`config.mk`:
```
export PLATFORM = sky130hd
export DESIGN_NAME = ovp_top
export DESIGN_NICKNAME = d
export VERILOG_FILES = /design/src/hw/ovp_pkg.sv /design/src/hw/ovp_stage_if.sv /design/src/hw/ovp_top.sv /design/src/hw/ovp_stage.sv
export VERILOG_INCLUDE_DIRS = /design/src /design/src/hw
export SDC_FILE = /design/constraint.sdc
export NUM_CORES = 2
export LEC_CHECK = 0
export ABC_AREA = 1
export BUFFER_PORTS_ARGS = -buffer_cell sky130_fd_sc_hd__buf_4
export CORE_MARGIN = 4
export CORE_UTILIZATION = 61
export CTS_CLUSTER_DIAMETER = 40
export DETAILED_ROUTE_END_ITERATION = 12
export HOLD_SLACK_MARGIN = 0.02
export PLACE_DENSITY = 0.8
export REMOVE_ABC_BUFFERS = 1
export SYNTH_ARGS = -nofsm -noshare
export SYNTH_HDL_FRONTEND = slang
export SYNTH_SLANG_ARGS = --single-unit
```
`constraint.sdc`:
```
create_clock -name sys_clk_i -period 52.6 [get_ports sys_clk_i]
set_clock_uncertainty 0.1 [all_clocks]
set_input_delay 10.52 -clock sys_clk_i [delete_from_list [all_inputs] [get_ports sys_clk_i]]
set_output_delay 10.52 -clock sys_clk_i [all_outputs]
set_load 0.005 [all_outputs]
```
`src/hw/ovp_params.svh`:
```
// How it works
// RULE_01 - Only fundamental line-to-line voltages are compared; no line-to-neutral inputs.
// RULE_02 - A stage starts when any line-to-line voltage exceeds its start setting.
// RULE_03 - A stage trips when the fault lasts for its operate delay.
// RULE_04 - Three definite-time stages: low, middle and high set.
// RULE_05 - Low stage keeps its counter after clearing until release delay elapses.
// RULE_06 - Returning fault before release expiry resumes the low stage counter.
// RULE_07 - Started stage holds until voltage drops below start minus hysteresis.
// RULE_08 - Hysteresis settable 0.1 to 20.0 percent in 0.1 percent steps.
// RULE_09 - Start 50-150 percent low/middle, 50-160 percent high, 1 percent steps.
// RULE_10 - Operate delay up to 300 s; minimum and step differ per stage.
// RULE_11 - Low stage release delay 0.06 s to 300 s in 0.02 s steps.
// RULE_12 - Four setting groups per stage; the active group selects all settings.
// RULE_13 - Software keeps middle/high start within the 160 V measurement limit.
// RULE_14 - Middle and high stages clear counter, start and trip at release.
`ifndef OVP_PARAMS_SVH
`define OVP_PARAMS_SVH

// Timer base: delays are counted in 10 ms units.
`define OVP_CLK_NS          10
`define OVP_TICK_NS         10000000
`define OVP_TICK_CYCLES     (`OVP_TICK_NS / `OVP_CLK_NS)

// Voltage inputs are in 0.1 percent of rated voltage, start in 1 percent.
`define OVP_V_PER_PCT       16'h000A
`define OVP_HYST_FULL       24'h0003E8
`define OVP_PCT_SCALE       24'h000064

// Setting ranges.
`define OVP_START_MIN       8'h32
`define OVP_START_MAX_LM    8'h96
`define OVP_START_MAX_H     8'hA0
`define OVP_HYST_MIN        8'h01
`define OVP_HYST_MAX        8'hC8
`define OVP_DLY_MAX         16'h7530
`define OVP_OP_MIN_LOW      16'h0008
`define OVP_OP_MIN_MID      16'h0006
`define OVP_OP_MIN_HIGH     16'h0004
`define OVP_REL_MIN         16'h0006

// Reset values of every setting group.
`define OVP_RST_START       8'h78
`define OVP_RST_HYST        8'h1E
`define OVP_RST_OP          16'h0064
`define OVP_RST_REL         16'h0006

// Stage indices.
`define OVP_STAGE_LOW       2'h0
`define OVP_STAGE_MID       2'h1
`define OVP_STAGE_HIGH      2'h2
`define OVP_STAGE_NONE      2'h3

`endif

```
`src/hw/ovp_pkg.sv`:
```
`default_nettype none
package ovp_pkg;

  // One setting group of one stage.
  typedef struct packed {
    logic [7:0]  start;
    logic [7:0]  hyst;
    logic [15:0] op_dly;
    logic [15:0] rel_dly;
  } ovp_set_type;

  // Operating characteristic; only definite time exists.
  typedef enum logic [0:0] {
    OVP_DEFINITE_TIME_MODE = 1'b0
  } ovp_char_type;

  // Pick-up state of a stage.
  typedef enum logic [1:0] {
    OVP_IDLE    = 2'b00,
    OVP_PICKED  = 2'b01,
    OVP_RELEASE = 2'b10
  } ovp_state_type;

endpackage
`default_nettype wire

```
`src/hw/ovp_stage_if.sv`:
```
`timescale 1ns/1ps
`default_nettype none
interface ovp_stage_if;
  logic        tick;
  logic        over;
  logic        below;
  logic [15:0] op_dly;
  logic [15:0] rel_dly;
  logic        start;
  logic        trip;
  logic [15:0] op_cnt;

  modport ctrl  (output tick, over, below, op_dly, rel_dly,
                 input start, trip, op_cnt);
  modport stage (input tick, over, below, op_dly, rel_dly,
                 output start, trip, op_cnt);
endinterface
`default_nettype wire

```
`src/hw/ovp_top.sv`:
```
`timescale 1ns/1ps
`default_nettype none
`include "ovp_params.svh"
module ovp_top #(
  parameter int unsigned TICK_CYCLES = `OVP_TICK_CYCLES,
  parameter int unsigned NUM_GROUPS  = 4
) (
  input  wire logic               sys_clk_i,
  input  wire logic               rst_i,
  input  wire logic [15:0]        u12_fund_i,
  input  wire logic [15:0]        u23_fund_i,
  input  wire logic [15:0]        u31_fund_i,
  input  wire logic [1:0]         active_group_i,
  input  wire logic               cfg_we_i,
  input  wire logic [1:0]         cfg_stage_i,
  input  wire logic [1:0]         cfg_group_i,
  input  wire ovp_pkg::ovp_set_type cfg_wdata_i,
  output ovp_pkg::ovp_set_type    cfg_rdata_o,
  output logic [2:0]              start_o,
  output logic [2:0]              trip_o,
  output logic                    any_start_o,
  output logic                    any_trip_o,
  output logic [15:0]             max_voltage_o,
  output logic [15:0]             low_op_count_o
);
  import ovp_pkg::*;

  // Stage count is fixed: low, middle and high set.
  localparam int unsigned NSTAGE = 3;

  // Stored groups, the selected group of each stage and the time base.
  ovp_set_type  set_mem_q [NSTAGE][NUM_GROUPS];
  ovp_set_type  cfg_rdata_q;
  ovp_set_type  act_set [NSTAGE];
  logic [31:0]  tick_cnt_q;
  logic         tick_q;
  logic [15:0]  vmax;
  logic [15:0]  vmax_q;
  logic [2:0]   start_q;
  logic [2:0]   trip_q;

  // Stage code 3 addresses nothing; writes to it drop, reads give zero.
  function automatic logic stage_ok(input logic [1:0] stg);
    return stg != `OVP_STAGE_NONE;
  endfunction

  // Start threshold check against one voltage.
  function automatic logic above_start(input logic [15:0] v,
                                       input logic [7:0]  start);
    logic [15:0] th;
    th = 16'(start) * `OVP_V_PER_PCT;
    return v > th;
  endfunction

  // Release check: v below start * (1 - hyst/1000), in integer form.
  function automatic logic below_rel(input logic [15:0] v,
                                     input logic [7:0]  start,
                                     input logic [7:0]  hyst);
    logic [23:0] lhs;
    logic [23:0] rhs;
    lhs = 24'(v) * `OVP_PCT_SCALE;
    rhs = 24'(start) * (`OVP_HYST_FULL - 24'(hyst));
    return lhs < rhs;
  endfunction

  // Range limit used for every written setting.
  function automatic logic [15:0] limit(input logic [15:0] val,
                                        input logic [15:0] lo,
                                        input logic [15:0] hi);
    logic [15:0] r;
    r = val;
    if (val < lo) begin
      r = lo;
    end else if (val > hi) begin
      r = hi;
    end
    return r;
  endfunction

  // Clamp a written group to the legal ranges of the addressed stage.
  function automatic ovp_set_type fit(input ovp_set_type w,
                                      input logic [1:0]  stg);
    ovp_set_type r;
    logic [15:0] smax;
    logic [15:0] omin;
    r = w;
    smax = (stg == `OVP_STAGE_HIGH) ? 16'(`OVP_START_MAX_H)
                                    : 16'(`OVP_START_MAX_LM);
    case (stg)
      `OVP_STAGE_LOW:  omin = `OVP_OP_MIN_LOW;
      `OVP_STAGE_MID:  omin = `OVP_OP_MIN_MID;
      default:         omin = `OVP_OP_MIN_HIGH;
    endcase
    r.start = 8'(limit(16'(w.start), 16'(`OVP_START_MIN), smax)); // [RULE_09]
    r.hyst  = 8'(limit(16'(w.hyst), 16'(`OVP_HYST_MIN),
                       16'(`OVP_HYST_MAX))); // [RULE_08]
    r.op_dly = limit(w.op_dly, omin, `OVP_DLY_MAX); // [RULE_10]
    // Even codes give the 0.02 s step of the low and middle stages.
    if (stg != `OVP_STAGE_HIGH) begin
      r.op_dly[0] = 1'b0; // [RULE_10]
    end
    // The release delay acts on the low stage only, but is clamped alike.
    r.rel_dly = limit(w.rel_dly, `OVP_REL_MIN, `OVP_DLY_MAX); // [RULE_11]
    r.rel_dly[0] = 1'b0; // [RULE_11]
    return r;
  endfunction

  // Setting storage; every write is forced into range so no stage can
  // run with an illegal delay. The middle and high limit relative to the
  // 160 V measurement range is left to configuration software.
  always_ff @(posedge sys_clk_i or posedge rst_i) begin
    if (rst_i) begin
      // All groups of all stages wake up on the same default settings.
      for (int s = 0; s < NSTAGE; s++) begin
        for (int g = 0; g < NUM_GROUPS; g++) begin
          set_mem_q[s][g] <= '{start:   `OVP_RST_START,
                               hyst:    `OVP_RST_HYST,
                               op_dly:  `OVP_RST_OP,
                               rel_dly: `OVP_RST_REL};
        end
      end
    end else if (cfg_we_i && stage_ok(cfg_stage_i)) begin
      set_mem_q[cfg_stage_i][cfg_group_i] <= fit(cfg_wdata_i, cfg_stage_i);
    end
  end

  // Readback of the addressed group shows the stored, clamped values.
  always_ff @(posedge sys_clk_i or posedge rst_i) begin
    if (rst_i) begin
      cfg_rdata_q <= '0;
    end else if (!stage_ok(cfg_stage_i)) begin
      cfg_rdata_q <= '0;
    end else begin
      cfg_rdata_q <= set_mem_q[cfg_stage_i][cfg_group_i];
    end
  end

  // Time base: one pulse each 10 ms, shared by all stage timers. The phase
  // runs free, so a delay may come up to one tick short of its setting.
  always_ff @(posedge sys_clk_i or posedge rst_i) begin
    if (rst_i) begin
      tick_cnt_q <= 32'h0000_0000;
      tick_q     <= 1'b0;
    end else if (tick_cnt_q >= 32'(TICK_CYCLES - 1)) begin
      tick_cnt_q <= 32'h0000_0000;
      tick_q     <= 1'b1;
    end else begin
      tick_cnt_q <= tick_cnt_q + 32'h0000_0001;
      tick_q     <= 1'b0;
    end
  end

  // Highest of the three line-to-line fundamentals; the stage decision
  // only needs the maximum since any one phase above start is enough.
  always_comb begin
    vmax = u12_fund_i; // [RULE_01]
    if (u23_fund_i > vmax) begin
      vmax = u23_fund_i;
    end
    if (u31_fund_i > vmax) begin
      vmax = u31_fund_i;
    end
  end

  // Register the maximum so the compares see a settled value; this costs
  // one cycle of start time, which is far below the tick.
  always_ff @(posedge sys_clk_i or posedge rst_i) begin
    if (rst_i) begin
      vmax_q <= 16'h0000;
    end else begin
      vmax_q <= vmax;
    end
  end

  // Three definite-time stages, each on its active setting group.
  generate
    for (genvar i = 0; i < NSTAGE; i++) begin : g_stage
      ovp_stage_if sif ();

      // The stage sees only compare results and delays of its active group.
      assign act_set[i]  = set_mem_q[i][active_group_i]; // [RULE_12]
      assign sif.tick    = tick_q;
      assign sif.over    = above_start(vmax_q, act_set[i].start); // [RULE_02]
      assign sif.below   = below_rel(vmax_q, act_set[i].start,
                                     act_set[i].hyst); // [RULE_07]
      assign sif.op_dly  = act_set[i].op_dly;
      assign sif.rel_dly = act_set[i].rel_dly;

      // Only the low stage owns a release timer.
      ovp_stage #(
        .HAS_RELEASE (i == 0) // [RULE_04]
      ) u_stage (
        .sys_clk_i (sys_clk_i),
        .rst_i     (rst_i),
        .st        (sif.stage)
      );

      // Start and trip leave through flip-flops; both lag the stage by one
      // edge together, so their order is kept at the pins.
      always_ff @(posedge sys_clk_i or posedge rst_i) begin
        if (rst_i) begin
          start_q[i] <= 1'b0;
          trip_q[i]  <= 1'b0;
        end else begin
          start_q[i] <= sif.start;
          trip_q[i]  <= sif.trip;
        end
      end
    end
  endgenerate

  // Outputs; the low counter is shown so that the retained value of an
  // intermittent fault can be watched from outside.
  assign low_op_count_o = g_stage[0].sif.op_cnt;
  assign cfg_rdata_o    = cfg_rdata_q;
  assign start_o        = start_q;
  assign trip_o         = trip_q;
  assign any_start_o    = |start_q;
  assign any_trip_o     = |trip_q;
  assign max_voltage_o  = vmax_q;
endmodule
`default_nettype wire

```
`src/hw/ovp_stage.sv`:
```
`timescale 1ns/1ps
`default_nettype none
module ovp_stage #(
  parameter bit HAS_RELEASE = 1'b0
) (
  input  wire logic   sys_clk_i,
  input  wire logic   rst_i,
  ovp_stage_if.stage  st
);
  import ovp_pkg::*;

  ovp_state_type state_q;
  logic [15:0]   op_cnt_q;
  logic [15:0]   rel_cnt_q;
  logic          trip_q;
  logic          rel_done;

  assign rel_done = (rel_cnt_q >= st.rel_dly);

  // Pick-up with hysteresis: a started stage holds until below release.
  always_ff @(posedge sys_clk_i or posedge rst_i) begin
    if (rst_i) begin
      state_q <= OVP_IDLE;
    end else begin
      case (state_q)
        OVP_IDLE: begin
          if (st.over) begin
            state_q <= OVP_PICKED; // [RULE_02]
          end
        end
        OVP_PICKED: begin
          if (st.below) begin // [RULE_07]
            state_q <= HAS_RELEASE ? OVP_RELEASE : OVP_IDLE; // [RULE_14]
          end
        end
        OVP_RELEASE: begin
          if (st.over) begin
            state_q <= OVP_PICKED; // [RULE_06]
          end else if (rel_done) begin
            state_q <= OVP_IDLE; // [RULE_05]
          end
        end
        default: begin
          state_q <= OVP_IDLE;
        end
      endcase
    end
  end

  // Operate timer; held during release so intermittent faults add up.
  always_ff @(posedge sys_clk_i or posedge rst_i) begin
    if (rst_i) begin
      op_cnt_q <= 16'h0000;
    end else if (state_q == OVP_PICKED) begin
      if (st.tick && (op_cnt_q < st.op_dly)) begin
        op_cnt_q <= op_cnt_q + 16'h0001; // [RULE_03]
      end
    end else if (state_q == OVP_IDLE) begin
      op_cnt_q <= 16'h0000; // [RULE_14]
    end else if (rel_done && !st.over) begin
      op_cnt_q <= 16'h0000; // [RULE_05]
    end
  end

  // Release timer runs only while the low stage waits after a clear.
  always_ff @(posedge sys_clk_i or posedge rst_i) begin
    if (rst_i) begin
      rel_cnt_q <= 16'h0000;
    end else if (state_q != OVP_RELEASE) begin
      rel_cnt_q <= 16'h0000;
    end else if (st.tick && !rel_done) begin
      rel_cnt_q <= rel_cnt_q + 16'h0001; // [RULE_05]
    end
  end

  // Trip follows the timer while picked and falls on the same edge as the
  // pick-up state, so trip never outlasts start on any stage.
  always_ff @(posedge sys_clk_i or posedge rst_i) begin
    if (rst_i) begin
      trip_q <= 1'b0;
    end else begin
      trip_q <= (state_q == OVP_PICKED) && !st.below && // [RULE_14]
                (op_cnt_q >= st.op_dly); // [RULE_03]
    end
  end

  assign st.start  = (state_q == OVP_PICKED);
  assign st.trip   = trip_q;
  assign st.op_cnt = op_cnt_q;
endmodule
`default_nettype wire

```
==> flow_summary.yaml <==
grt:
  antenna_found_initial: 6
  maximum_number_of_pins_on_one_net_before_global_route_repair: 180
  grtUsageMet2: 0.5780
  grt_overflow_total: 0
  grt_util_met1: 0.4820
  globalRoute.busiestLayer: "met2"
  wire_length_of_the_first_global_routing_pass_mm: 264.2
  grt_util_all_layers: 0.3744
  grtUsageMet3: 0.08643
  first_global_vias: 47070
die:
  floorplan.initialDensity: 0.6182
  floorplan_die_area_sq_mm: 0.08982
  die_height_um: 299.7
  std_cell_rows: 106
  die-width_um: 299.7
  core_area_sq_mm: 0.08395
  io-pin-count: 193
drt:
  vias_per_cell: 6.108
  via_count: 48450
  detailedRoute.firstIterationViolations: 5906
  drcViolationCount: 0
  finalWirelength_mm: 170.9
  detailed_route_wire_length_per_cell_um: 21.54
  detail-route-antenna-nets: 0
  detail_route.first_pass.iterations: 6
synthesis:
  average_footprint_of_a_synthesized_cell_sq_um: 7.832
  syn_inst: 6627
  post-synth-top-area-cell: "sky130_fd_sc_hd__dfrtp_1"
  postSynthRegisterBits: 737
  post_synth_most_frequent_cells: "sky130_fd_sc_hd__nand2_1 (1639), sky130_fd_sc_hd__inv_1 (873), sky130_fd_sc_hd__dfrtp_1 (581)"
  synth_sequential_area_ratio: 0.3591
  yosys.cell_count.top_type: "sky130_fd_sc_hd__nand2_1"
  synth_top_cells_by_area: "sky130_fd_sc_hd__dfrtp_1 (28%), sky130_fd_sc_hd__nand2_1 (12%), sky130_fd_sc_hd__ha_1 (10%), sky130_fd_sc_hd__dfstp_2 (7.9%), sky130_fd_sc_hd__inv_1 (6.3%)"
  synthDominantCellAreaShare: 0.2801
  synth.yosys.warnings: 0
  synth_async_sr_flop_share: 1.000
  dominantRegCellSynth: "sky130_fd_sc_hd__dfrtp_1"
  post_synth_num_cell_types: 75
  post_synth_instance_area_sq_mm: 0.05190
  synth-edff-count: 0
placed_design:
  hpwlAfterDp_mm: 112.3
  dpl_cell_area_sq_mm: 0.05404
  numPortBuffers: 191
  globalplace.congestion: 0.9622
final_layout:
  drive_above_1_share: 0.1072
  postLayoutCellArea_sq_mm: 0.05780
  design.final.nets: 7400
  flow.area_growth_from_synthesis_pct: 11.37
timing:
  layout_min_cycle_time_ns: 18.02
  max_slew_margin: 0.1565
  setup_tns_ns: 0
  hold_violations: 0
  post-route-period-util: 0.3425
  max_slew.worst_pin.slew_ns: 1.263
  final-setup-viol-count: 0
  grt_setup_unrepaired: "no"
  holdWs_ns: 0.3564
  maxSlewViolCount: 0
  max_clock_freq_mhz: 55.51
clock_network:
  clk_latency_ns: 0.70
  cts_hold_repair.buffers: 0
  root_buf_cell: "sky130_fd_sc_hd__clkbuf_16"
  htreeDepth: 3
  cts_max_path_buffers: 3
  clock_tree_from_tritoncts: "built"
  clock_slew_seen_by_the_registers_of_the_worst_setup_and_hold_paths_ns: 0.05
  cts_sinks: 737
  postCtsSetupBuffers: 0
  number_of_instances_resized_during_post_cts_repair: 0
  numCtsBuffers: 106
critical_path:
  timing.setup.critical_path_class: "in2reg"
  max_fo_critical_path: 72
  worstPathRequired_ns: 53.04
  crit_path_start_kind: "primary input"
  reg2reg_slack_ns: 45.27
  timing.critical_path.mode_cell: "sky130_fd_sc_hd__nand2_1"
  critical_path_sink_type: "register"
  arrival_ns: 18.45
  cpPeakStageDelay_ns: 0.69
  crit_slowest_cell: "sky130_fd_sc_hd__buf_4"
status:
  outcome: "finished, final reports clean"
flow_run:
  timing.max_cap.violations: 0
worst_hold_path:
  worstHoldPathType: "reg2reg"
power_and_ir_drop:
  power_per_cell_area_mw_per_mm2: 63.43
  power.static_leakage_nw: 28.17
  vdd.ir_drop.worst_uv: 79.49
## worst paths after layout
kind / start / cells after the start / endpoint
worst max-delay path: active_group_i[0] / 38 / g_stage[0].u_stage.st.trip
worst min-delay path: g_stage[2].u_stage.st.trip / 0 / trip_o[2]
worst max register to register: set_mem_q[369] / 36 / g_stage[1].u_stage.st.trip
worst min register to register: g_stage[2].u_stage.st.trip / 0 / trip_o[2]
max in group asynchronous: rst_i / 6 / tick_cnt_q[8]
min in group asynchronous: rst_i / 2 / cfg_rdata_o[38]
## cell type report
cell class	count	area (sq um)
repair buffers	264	2002
flip-flops and latches	737	18640
diodes	5	12.51
well taps	1134	1419
clock buffers	132	2912
fillers	6814	26150
inverters	921	3483
multi-input cells	4670	28500
clock inverters	70	834.6
## kinds of logic after synthesis
group                    share of synthesized area
AO/OA/AOI/OAI                               0.1586
XOR/XNOR                                   0.02059
buffers and inverters                      0.09471
AND/OR/NAND/NOR                             0.2002
adder cells (fa/ha/maj)                     0.1667
other                                   0.00007225
flip-flops                                  0.3591
## flip-flops by register name, indices dropped and copies added, names as in the netlist, 4 cells and up
name and cells:
set_mem_q 564, g_stage.u_stage.st.op_cnt 48, cfg_rdata_o 47, g_stage.u_stage.rel_cnt_q 16, g_stage.u_stage.state_q 4, max_voltage_o 16, tick_cnt_q 32
## metal layers
metal / up-vias / share of wire
li1: 21850 / -
met1: 22800 / 0.37
met2: 3049 / 0.44
met3: 752 / 0.12
met4: 4 / 0.072
met5: - / 0.00018
## worst max-delay path, delay by kind of cell
family / cells / cell delay, ns
adder cells (fa/ha/maj): 6 / 2.68
AND/OR/NAND/NOR: 17 / 1.83
XOR/XNOR: 1 / 0.17
buffers and inverters: 10 / 2.15
AO/OA/AOI/OAI: 4 / 0.96
## placed cells by master (no fill, tap or decap), types with 60 or more instances in the layout
cell type / n
sky130_fd_sc_hd__o21ai_0: 572
sky130_fd_sc_hd__nand2_1: 1636
sky130_fd_sc_hd__inv_1: 871
sky130_fd_sc_hd__dfrtp_1: 581
sky130_fd_sc_hd__ha_1: 434
sky130_fd_sc_hd__nor2_1: 512
sky130_fd_sc_hd__fa_1: 161
sky130_fd_sc_hd__a221oi_1: 67
sky130_fd_sc_hd__dfstp_2: 156
sky130_fd_sc_hd__o22ai_1: 71
sky130_fd_sc_hd__clkbuf_16: 107
sky130_fd_sc_hd__nand4_1: 60
sky130_fd_sc_hd__a21oi_1: 353
sky130_fd_sc_hd__buf_4: 262
sky130_fd_sc_hd__nand3_1: 193
sky130_fd_sc_hd__xor2_1: 86
## per-stage QoR
stage / total power [W] / worst slack (ns) / cells / util
after global placement: 0.002825 / 34.16 / 7726 / 0.6437
after detailed placement: 0.002894 / 34.18 / 7726 / 0.6437
final: 0.003666 / 34.58 / 7933 / 0.6885
after floorplan: 0.002320 / 21.56 / 6328 / -
after CTS: 0.003649 / 34.82 / 7928 / 0.6884
after global routing: 0.004017 / 34.14 / 7928 / 0.6884
## power breakdown
| group | total [W] | switching (W) | internal (W) | leakage [nW] |
|---|---|---|---|---|
| registers | 0.000759 | 0.0000725 | 0.000686 | 8.97 |
| logic | 0.00217 | 0.00135 | 0.000819 | 17.4 |
| clock network | 0.000741 | 0.000294 | 0.000446 | 1.79 |
Power figures use the tool's default switching activity.
